File: config.mk
export PLATFORM = sky130hd
export DESIGN_NAME = board_mode_memory_decoder
export DESIGN_NICKNAME = d
export VERILOG_FILES = /design/src/rtl/board_mode_pkg.sv /design/src/rtl/mode_capture.sv /design/src/rtl/mem_decode.sv /design/src/rtl/board_mode_memory_decoder.sv
export SDC_FILE = /design/constraint.sdc
export NUM_CORES = 1
export LEC_CHECK = 0
export BUFFER_PORTS_ARGS = -buffer_cell sky130_fd_sc_hd__buf_2
export CAP_MARGIN = 20
export CORE_ASPECT_RATIO = 1.1
export CORE_MARGIN = 3
export CORE_UTILIZATION = 25
export DETAILED_ROUTE_END_ITERATION = 16
export SYNTH_ARGS = -nofsm -noshare
export SYNTH_HDL_FRONTEND = slang
export SYNTH_HIERARCHICAL = 1
export SYNTH_SLANG_ARGS = --single-unit
export TNS_END_PERCENT = 10
File: constraint.sdc
create_clock -name pclk -period 2.8 [get_ports pclk]
set_input_delay 0.56 -clock pclk [delete_from_list [all_inputs] [get_ports pclk]]
set_output_delay 0.56 -clock pclk [all_outputs]
set_load 0.01 [all_outputs]
File: src/rtl/board_mode_pkg.sv
// Constants and types shared by the board mode latch and memory decoder
package board_mode_pkg;

	// APB map, byte addresses
	localparam int unsigned APB_ADDR_W = 8;
	localparam logic [7:0] CTRL_OFF = 8'h00;
	localparam logic [7:0] STATUS_OFF = 8'h04;
	localparam logic [7:0] EVCNT_OFF = 8'h08;

	// Control register fields
	localparam int unsigned CTRL_LINK_BIT = 0;
	localparam int unsigned CTRL_CAPTURE_BIT = 1;
	localparam logic CTRL_LINK_RST = 1'b1;

	// Status register fields
	localparam int unsigned STAT_FLASH_BIT = 0;
	localparam int unsigned STAT_RUN_BIT = 1;
	localparam int unsigned STAT_SW_BIT = 2;
	localparam int unsigned STAT_PEND_BIT = 3;

	// Event counter
	localparam int unsigned EVCNT_W = 8;
	localparam logic [7:0] EVCNT_RST = 8'h00;

	// Memory geometry: reachable space per device and fitted size, in K
	localparam int unsigned SPACE_KB = 64;
	localparam int unsigned FITTED_KB = 128;
	localparam int unsigned BANK_W = 3;
	localparam logic [2:0] BANK_LOW = 3'h0;

	// Operating modes
	typedef enum logic [0:0] {
		MODE_RUN = 1'b0,
		MODE_FLASH_LOAD = 1'b1
	} mode_e;

	localparam mode_e MODE_RST = MODE_FLASH_LOAD;

endpackage

File: src/rtl/mode_capture.sv
// Mode latch: samples the slide switch at each reset event
`timescale 1ns/1ps
module mode_capture
	import board_mode_pkg::*;
(
	input wire logic pclk,
	input wire logic presetn,
	input wire logic mode_switch,
	input wire logic board_rst_n,
	input wire logic soft_capture,
	output logic capture_now,
	output mode_e mode
);

	logic boot_ff;
	logic rst_prev_ff;
	mode_e mode_ff;

	// First cycle after release counts as a power-up reset event
	always_ff @(posedge pclk or negedge presetn) begin
		if (!presetn) begin
			boot_ff <= 1'b1;
		end else begin
			boot_ff <= 1'b0;
		end
	end

	// Previous board reset level for press detection
	always_ff @(posedge pclk or negedge presetn) begin
		if (!presetn) begin
			rst_prev_ff <= 1'b1;
		end else begin
			rst_prev_ff <= board_rst_n;
		end
	end

	// Reset press, power-up or software request
	assign capture_now = boot_ff | (rst_prev_ff & ~board_rst_n) | soft_capture;

	// Switch copied into mode only on a capture
	always_ff @(posedge pclk or negedge presetn) begin
		if (!presetn) begin
			mode_ff <= MODE_RST;
		end else if (capture_now) begin
			mode_ff <= mode_switch ? MODE_FLASH_LOAD : MODE_RUN;
		end
	end

	assign mode = mode_ff;

endmodule

File: src/rtl/mem_decode.sv
// Strobe steering to flash and RAM chip selects
`timescale 1ns/1ps
module mem_decode
	import board_mode_pkg::*;
(
	input mode_e mode,
	input wire logic cpu_psen_n,
	input wire logic cpu_rd_n,
	input wire logic cpu_wr_n,
	output logic flash_sel_n,
	output logic flash_rd_n,
	output logic flash_wr_n,
	output logic ram_sel_n,
	output logic ram_rd_n,
	output logic ram_wr_n,
	output logic [BANK_W-1:0] bank_addr
);

	// Only the low 64K bank of each device is used
	assign bank_addr = BANK_LOW;

	// Per-mode routing of fetch and data strobes
	always_comb begin
		flash_sel_n = 1'b1;
		flash_rd_n = 1'b1;
		flash_wr_n = 1'b1;
		ram_sel_n = 1'b1;
		ram_rd_n = 1'b1;
		ram_wr_n = 1'b1;
		unique case (mode)
			MODE_FLASH_LOAD: begin
				flash_sel_n = cpu_rd_n & cpu_wr_n;
				flash_rd_n = cpu_rd_n;
				flash_wr_n = cpu_wr_n;
			end
			MODE_RUN: begin
				flash_sel_n = cpu_psen_n;
				flash_rd_n = cpu_psen_n;
				ram_sel_n = cpu_rd_n & cpu_wr_n;
				ram_rd_n = cpu_rd_n;
				ram_wr_n = cpu_wr_n;
			end
		endcase
	end

endmodule

File: src/rtl/board_mode_memory_decoder.sv
// Board mode latch, status lamps, memory decoder and APB registers
`timescale 1ns/1ps
module board_mode_memory_decoder
	import board_mode_pkg::*;
(
	input wire logic pclk,
	input wire logic presetn,
	input wire logic [APB_ADDR_W-1:0] paddr,
	input wire logic psel,
	input wire logic penable,
	input wire logic pwrite,
	input wire logic [31:0] pwdata,
	input wire logic [3:0] pstrb,
	output logic [31:0] prdata,
	output logic pready,
	output logic pslverr,
	input wire logic mode_switch,
	input wire logic board_rst_n,
	input wire logic cpu_psen_n,
	input wire logic cpu_rd_n,
	input wire logic cpu_wr_n,
	output logic flash_sel_n,
	output logic flash_rd_n,
	output logic flash_wr_n,
	output logic ram_sel_n,
	output logic ram_rd_n,
	output logic ram_wr_n,
	output logic [BANK_W-1:0] bank_addr,
	output logic lamp_red,
	output logic lamp_green,
	output logic mode_indicator_out,
	output logic code_ea_n
);

	// APB phase decode
	logic setup_phase;
	logic access_phase;
	logic wr_access;
	logic addr_hit;

	// Control and status state
	logic link_ff;
	logic capture_req_ff;
	logic [EVCNT_W-1:0] evcnt_ff;
	logic [31:0] prdata_ff;
	logic [31:0] nxt_rdata;

	// Mode latch outputs
	logic capture_now;
	mode_e mode;

	// True when an address names one of the three registers
	function automatic logic is_mapped(input logic [APB_ADDR_W-1:0] a);
		is_mapped = (a == CTRL_OFF) || (a == STATUS_OFF) ||
			(a == EVCNT_OFF);
	endfunction

	// Phase qualifiers
	assign setup_phase = psel & ~penable;
	assign access_phase = psel & penable;
	assign addr_hit = is_mapped(paddr);
	assign wr_access = access_phase & pwrite & addr_hit;

	// Zero wait states; unmapped addresses error out
	assign pready = access_phase;
	assign pslverr = access_phase & ~addr_hit;
	assign prdata = prdata_ff;

	// Internal code unmap link, byte lane 0 of control
	always_ff @(posedge pclk or negedge presetn) begin
		if (!presetn) begin
			link_ff <= CTRL_LINK_RST;
		end else if (wr_access && paddr == CTRL_OFF && pstrb[0]) begin
			link_ff <= pwdata[CTRL_LINK_BIT];
		end
	end

	// Software capture request, one-cycle pulse
	always_ff @(posedge pclk or negedge presetn) begin
		if (!presetn) begin
			capture_req_ff <= 1'b0;
		end else begin
			capture_req_ff <= wr_access && paddr == CTRL_OFF &&
				pstrb[0] && pwdata[CTRL_CAPTURE_BIT];
		end
	end

	// Count of mode capture events
	always_ff @(posedge pclk or negedge presetn) begin
		if (!presetn) begin
			evcnt_ff <= EVCNT_RST;
		end else if (capture_now) begin
			evcnt_ff <= evcnt_ff + EVCNT_W'(1);
		end
	end

	// Read mux for the next read data word
	always_comb begin
		nxt_rdata = 32'h0000_0000;
		if (paddr == CTRL_OFF) begin
			nxt_rdata[CTRL_LINK_BIT] = link_ff;
		end else if (paddr == STATUS_OFF) begin
			nxt_rdata[STAT_FLASH_BIT] = (mode == MODE_FLASH_LOAD);
			nxt_rdata[STAT_RUN_BIT] = (mode == MODE_RUN);
			nxt_rdata[STAT_SW_BIT] = mode_switch;
			nxt_rdata[STAT_PEND_BIT] = mode_switch ^
				(mode == MODE_FLASH_LOAD);
		end else if (paddr == EVCNT_OFF) begin
			nxt_rdata[EVCNT_W-1:0] = evcnt_ff;
		end
	end

	// Read data loaded in the setup cycle
	always_ff @(posedge pclk or negedge presetn) begin
		if (!presetn) begin
			prdata_ff <= 32'h0000_0000;
		end else if (setup_phase && !pwrite) begin
			prdata_ff <= nxt_rdata;
		end
	end

	// Mode latch
	mode_capture u_mode_capture (
		.pclk(pclk),
		.presetn(presetn),
		.mode_switch(mode_switch),
		.board_rst_n(board_rst_n),
		.soft_capture(capture_req_ff),
		.capture_now(capture_now),
		.mode(mode)
	);

	// Chip select steering
	mem_decode u_mem_decode (
		.mode(mode),
		.cpu_psen_n(cpu_psen_n),
		.cpu_rd_n(cpu_rd_n),
		.cpu_wr_n(cpu_wr_n),
		.flash_sel_n(flash_sel_n),
		.flash_rd_n(flash_rd_n),
		.flash_wr_n(flash_wr_n),
		.ram_sel_n(ram_sel_n),
		.ram_rd_n(ram_rd_n),
		.ram_wr_n(ram_wr_n),
		.bank_addr(bank_addr)
	);

	// Lamps and mode output straight from the mode register
	assign lamp_red = (mode == MODE_FLASH_LOAD);
	assign lamp_green = (mode == MODE_RUN);
	assign mode_indicator_out = (mode == MODE_FLASH_LOAD);

	// Linked: mode output picks internal or external fetch
	assign code_ea_n = link_ff ? mode_indicator_out : 1'b1;
endmodule

==> results of run 1 <==
-- stage by stage --
step	area [um2]	total power, mW
2_1_floorplan	1360	0.582
3_3_place_gp	1400	0.616
3_5_place_dp	1400	0.622
4_1_cts	1450	0.815
5_1_grt	1450	0.866
6_report	1450	0.807
-- how the worst min path moves through the flow --
stage | cells after the start | from | end
after floorplan | 0 | presetn | capture_req_ff
after global placement | 1 | evcnt_ff[7] | evcnt_ff[7]
after detailed placement | 2 | prdata[0] | prdata[0]
after CTS | 1 | presetn | prdata[0]
after global routing | 1 | presetn | prdata[1]
final | 1 | presetn | prdata[0]
-- sequential cells by signal (all words and copies together) (netlist names) --
| name | count |
|---|---|
| u_mode_capture/rst_prev_ff | 1 |
| link_ff | 1 |
| u_mode_capture/mode | 1 |
| u_mode_capture/boot_ff | 1 |
| capture_req_ff | 1 |
| evcnt_ff | 8 |
| prdata | 8 |
-- placed cells by master (no fill, tap or decap), types with 2 or more instances in the layout --
cell type	count
a22oi_1	3
nand3_1	4
nand2_1	22
clkbuf_8	3
xor2_1	5
dfrtp_1	17
o31ai_1	4
nand4_1	2
buf_2	40
nor2_1	4
nor2b_1	2
dfstp_2	4
mux2_4	2
inv_1	4
conb_1	28
o21ai_1	3
or2_1	2
xnor2_1	3
nand2b_1	2
-- cells by family (layout without fill, tap and decap cells) --
| group | Yosys count | after routing | share of synthesized area, % |
|---|---|---|---|
| muxes | 4 | 4 | 4.07 |
| AOI/OAI and AO/OA | 15 | 15 | 8.33 |
| xor gates and xnor gates | 8 | 8 | 5.56 |
| other | 3 | 28 | 0.893 |
| adders and majority gates | 1 | 1 | 0.992 |
| buffers and inverters | 33 | 48 | 18.7 |
| DFF | 21 | 21 | 42.1 |
| and+or+nand+nor | 45 | 45 | 19.3 |
-- layout make-up --
cell class	count	area (um2)
well taps	56	70.1
fillers	526	3300
inverters	4	15.0
multi-input cells	101	588
clock inverters	1	5.00
flip-flops and latches	21	531
clock buffers	3	41.3
repair buffers	40	200
-- power by group --
part | switching [mW] | leakage, nW | internal [mW]
registers | 0.0694 | 0.267 | 0.358
logic | 0.0971 | 0.464 | 0.0918
clock network | 0.0915 | 0.0255 | 0.0989
total | 0.258 | 0.757 | 0.549
-- layer usage --
metal	track usage [%]	wire length (um)	up-vias	part of all wire (%)
met3	3.25	221	4	9.5
li1	-	-	454	-
met4	2.72	32	0	1.4
met2	14.0	1170	39	50
met1	9.29	896	413	39
met5	0	0	-	0
-- worst reg2reg max path, stage by stage (launching register included) --
cell and delay (ns):
dfstp_2 0.52, inv_1 0.04, o21ai_2 0.31, nand3_1 0.16
nor3_1 0.24, xor2_1 0.16
==> results.json, run 1 <==
{
  "outcome": "finished clean",
  "cts_tree": "built",
  "instances_no_fill": 226,
  "ys_top_cells_by_count": "28 x buf_4, 22 x nand2_1, 17 x dfrtp_1",
  "drtIter0Drc": 46,
  "grtUsageTotal_pct": 8.25,
  "rows": 26,
  "r2r-start": "u_mode_capture/rst_prev_ff",
  "ys_seq_elements": 21,
  "timing.critical_path.cells": "buf_2 -> nor4_4 -> a31oi_1 -> buf_2",
  "numCtsBuffers": 3,
  "finalCritPeriodShare_pct": 66.6,
  "yosysMostFrequentCell": "buf_4",
  "overflow": 0,
  "grt_max_degree": 22,
  "maxSlewHeadroom_pct": 66.1,
  "avgSynthCellArea_um2": 9.70,
  "drv_cap": 0,
  "cts_setup_buffers": 0,
  "setup_viol": 0,
  "r2r_cells": 5,
  "cts.clk_slew.worst_paths_ns": 0.07,
  "vias": 910,
  "arrival_ns": 1.31,
  "numPortBuffers": 40,
  "fin_skew_ns": 0.00524,
  "postCtsResizedCells": 0,
  "syn2layout_area_growth_pct": 15.0,
  "dr.pass1.iters": 4,
  "start_util_pct": 26.6,
  "grt_first_pass_wirelength_um": 3800,
  "ys_async_sr_fraction_pct": 100,
  "fmaxAchievable_ghz": 0.536,
  "drv_slew": 0,
  "critical-path-max-stage-delay_ns": 0.35,
  "die_h_um": 80.5,
  "worstSetupPathDepth": 4,
  "synth_area_leaders": "dfrtp_1 34%, buf_4 17%, dfstp_2 8.3%",
  "worst_pin_slew_ns": 0.507,
  "setup_ws_ns": 0.935,
  "tns_ns": 0,
  "critical_path_class": "input port to output port",
  "worst-path-max-fanout": 4,
  "power.density_mw_per_mm2": 556,
  "critPathSlowestCell": "nor4_4",
  "cts_root_buffer": "clkbuf_8",
  "core_area_mm2": 0.00475,
  "cp-start-kind": "input port",
  "reg2reg_slack_ns": 1.31,
  "synth_warnings": 6,
  "synth_edf_count": 0,
  "synth_cell_type_count": 34,
  "antennaDiodeCount": 0,
  "cp-endpoint": "pslverr",
  "grt_antenna_before_repair": 0,
  "dp.cells": 222,
  "grt_setup_unrepaired": "false",
  "irDropWorstVdd_mv": 0.213,
  "io_pins": 101,
  "drive_gt1_share_pct": 33.5,
  "cp_num_buf_inv": 2,
  "fin_nets": 226,
  "place_hpwl_um": 1960,
  "gp_congestion": 0.694,
  "whs_ns": 0.237,
  "fin_crit_ns": 1.87,
  "synthCells": 130,
  "ys.flop_type": "dfrtp_1",
  "ys_seq_area_share_pct": 42.1,
  "synth.largest_area_cell": "dfrtp_1",
  "wl_per_cell_um": 10.3,
  "leakagePower_nw": 0.757,
  "r2r-end": "evcnt_ff[7]",
  "clockBufferDepth": 2,
  "wirelength_um": 2320,
  "hold_viol": 0,
  "cts_sinks": 21,
  "ant_nets": 0,
  "grt_pass1_vias": 847,
  "crit_start": "paddr[1]",
  "utilization_pct": 30.5,
  "worst_setup_path_end_kind": "output port",
  "die_area_mm2": 0.00593,
  "critPathTopFamily": "simple AND/OR/NAND/NOR gates",
  "hp-class": "input port to asynchronous set/reset pin",
  "clk_latency_ns": 0.26,
  "yosys.area.top_type_share_pct": 33.7,
  "drc_errors": 0,
  "die_w_um": 73.7,
  "htreeDepth": 1,
  "place_ws_ns": 0.929,
  "syn_area_mm2": 0.00126,
  "crit_required_ns": 2.24,
  "viasPerCell": 4.03,
  "holdBufCountCts": 0,
  "cp_common_cell": "buf_2"
}
Note: power is estimated with default switching activity, not from simulation.
==> run 2, diff against run 1 <==
- ABC_AREA: unset -> 1
- clock period: 2.8 -> 1.9 ns (I/O delays scaled with it)
==> results.json, run 2 <==
{
  "outcome": "finished clean",
  "ant_nets": 0,
  "power.total_mw": 1.20,
  "setup_viol": 0,
  "dp.cells": 265,
  "grtUsageTotal_pct": 8.45,
  "p_seq_share_pct": 52.0,
  "clk_latency_ns": 0.25,
  "hold_viol": 0,
  "rows": 27,
  "numPortBuffers": 40,
  "synth_compound_area_share_pct": 2.96,
  "leakagePower_nw": 0.874,
  "synthAdderAreaFrac_pct": 0.953,
  "swShare_pct": 32.5,
  "final_common_cell": "nand2_1",
  "overflow": 0,
  "cp-start-kind": "input port",
  "synth_edf_count": 0,
  "fin_crit_ns": 1.62,
  "arrival_ns": 1.24,
  "crit_start": "paddr[3]",
  "synth_cell_type_count": 24,
  "reg2reg_slack_ns": 0.54,
  "start_util_pct": 26.1,
  "yosysMostFrequentCell": "nand2_1",
  "synth_area_leaders": "dfrtp_1 32%, buf_4 16%, nand2_1 13%",
  "mostFrequentLayoutCells": "46 x nand2_1, 40 x buf_2, 28 x conb_1",
  "cts_sinks": 21,
  "irDropWorstVdd_mv": 0.222,
  "die_h_um": 82.0,
  "pwr-share-clk_pct": 23.7,
  "worst_setup_path_end_kind": "output port",
  "ys_async_sr_fraction_pct": 100,
  "synth_xor_area_share_pct": 4.67,
  "synth.largest_area_cell": "dfrtp_1",
  "pwr-share-comb_pct": 24.4,
  "r2r_cells": 6,
  "setup_ws_ns": 0.277,
  "place_hpwl_um": 2100,
  "critical_path_class": "input port to output port",
  "fin_skew_ns": 0.00420,
  "p_switching_uw": 390,
  "antennaDiodeCount": 0,
  "drv_slew": 0,
  "holdBufCountCts": 0,
  "tns_ns": 0,
  "fin_nets": 267,
  "synth_top_family_by_area": "simple AND/OR/NAND/NOR gates",
  "ys.flop_type": "dfrtp_1",
  "worst-path-max-fanout": 4,
  "grt_max_degree": 22,
  "cts_setup_buffers": 0,
  "die_area_mm2": 0.00616,
  "viasPerCell": 3.92,
  "synth_warnings": 6,
  "r2r-start": "u_mode_capture/rst_prev_ff",
  "ys_top_cells_by_count": "46 x nand2_1, 28 x buf_4, 17 x dfrtp_1",
  "ys_seq_elements": 21,
  "gp_congestion": 0.817,
  "io_pins": 101,
  "cp_num_buf_inv": 3,
  "synthCells": 168,
  "drv_cap": 0,
  "p_int_uw": 810,
  "grt_first_pass_wirelength_um": 4040,
  "vias": 1055,
  "core_area_mm2": 0.00503,
  "instances_no_fill": 269,
  "die_w_um": 75.1,
  "clockBufferDepth": 2,
  "critPathTopFamily": "simple AND/OR/NAND/NOR gates",
  "numCtsBuffers": 3,
  "wl_per_cell_um": 9.30,
  "avgSynthCellArea_um2": 7.81,
  "syn_area_mm2": 0.00131,
  "cts_root_buffer": "clkbuf_8",
  "drtIter0Drc": 42,
  "critPathSlowestCell": "nor2_1",
  "grt_pass1_vias": 942,
  "yosys.area.top_type_share_pct": 32.4,
  "synth_simple_gate_area_share_pct": 27.6,
  "grt_setup_unrepaired": "false",
  "wirelength_um": 2500,
  "ys_seq_area_share_pct": 40.4,
  "postCtsResizedCells": 0,
  "drc_errors": 0,
  "fmaxAchievable_ghz": 0.616,
  "dr.pass1.iters": 4,
  "cts_tree": "built",
  "syn2layout_area_growth_pct": 16.6,
  "hp-class": "input port to asynchronous set/reset pin",
  "cts.clk_slew.worst_paths_ns": 0.08,
  "critical-path-max-stage-delay_ns": 0.22,
  "drive_gt1_share_pct": 28.9,
  "htreeDepth": 1,
  "r2r-end": "evcnt_ff[5]",
  "finalCritPeriodShare_pct": 85.4,
  "crit_required_ns": 1.52,
  "place_ws_ns": 0.270,
  "timing.critical_path.cells": "buf_2 -> inv_1 -> nand2_1 -> nor2_1 -> nand2_1 -> nand3_1 -> a21oi_1 -> buf_2",
  "muxShareOfSynthArea_pct": 0.858,
  "power.density_mw_per_mm2": 784,
  "grt_antenna_before_repair": 0
}
==> run 2: cell types whose count changed in the layout (fill, tap and decap cells not counted), moves of 3 or more <==
cell | previous run | this run
nor2_1 | 4 | 11
nand3_1 | 4 | 14
o31ai_1 | 4 | 0
o21ai_0 | 1 | 4
nand2_2 | 0 | 3
nand2_1 | 22 | 46
o21ai_1 | 3 | 0
inv_1 | 4 | 15
a22oi_1 | 3 | 0
==> run 2: through the flow <==
| stage | utilization (%) | hold slack, ns | instance area [um2] |
|---|---|---|---|
| after floorplan | - | 0.0844 | 1410 |
| after global placement | 29.5 | 0.363 | 1480 |
| after detailed placement | 29.5 | 0.365 | 1480 |
| after CTS | 30.4 | 0.0858 | 1530 |
| after global routing | 30.4 | 0.0971 | 1530 |
| final | 30.4 | 0.0725 | 1530 |
==> run 2: cell type report <==
type / count / area (um2)
Clock buffer: 3 / 41.3
Clock inverter: 1 / 5.00
Fill cell: 543 / 3500
Inverter: 19 / 73.8
Multi-Input combinational cell: 125 / 592
Sequential cell: 21 / 531
Tap cell: 58 / 72.6
Timing Repair Buffer: 42 / 215
==> run 2: routing by layer <==
metal,part of all wire (%),global-route usage [%],vias to the layer above
met3,8.2,2.08,2
met1,39,9.17,465
met4,0.60,2.67,0
met2,52,15.8,42
met5,0,0,-
li1,-,-,546
==> run 2: cells by family after synthesis <==
kind of cell / Yosys count
XOR/XNOR: 7
multiplexers: 1
other: 3
AO/OA/AOI/OAI: 7
adder cells (fa/ha/maj): 1
flip-flops: 21
AND/OR/NAND/NOR: 81
buffers and inverters: 47
==> run 2: worst max path at each step <==
| stage | slack, ns | endpoint | cells past startpoint |
|---|---|---|---|
| final | 0.28 | pslverr | 8 |
| after global routing | 0.14 | pslverr | 8 |
| after CTS | 0.27 | pslverr | 8 |
| after detailed placement | 0.27 | pslverr | 8 |
| after global placement | 0.26 | pslverr | 8 |
| after floorplan | 0.59 | pslverr | 6 |
==> run 2: power groups by stage <==
| stage | clock network (mW) | registers (mW) | logic [mW] |
|---|---|---|---|
| detailed placement | 0 | 0.633 | 0.296 |
| CTS | 0.298 | 0.625 | 0.297 |
| floorplan | 0 | 0.617 | 0.254 |
| global route | 0.322 | 0.641 | 0.343 |
| finish | 0.284 | 0.623 | 0.292 |
| global placement | 0 | 0.632 | 0.288 |
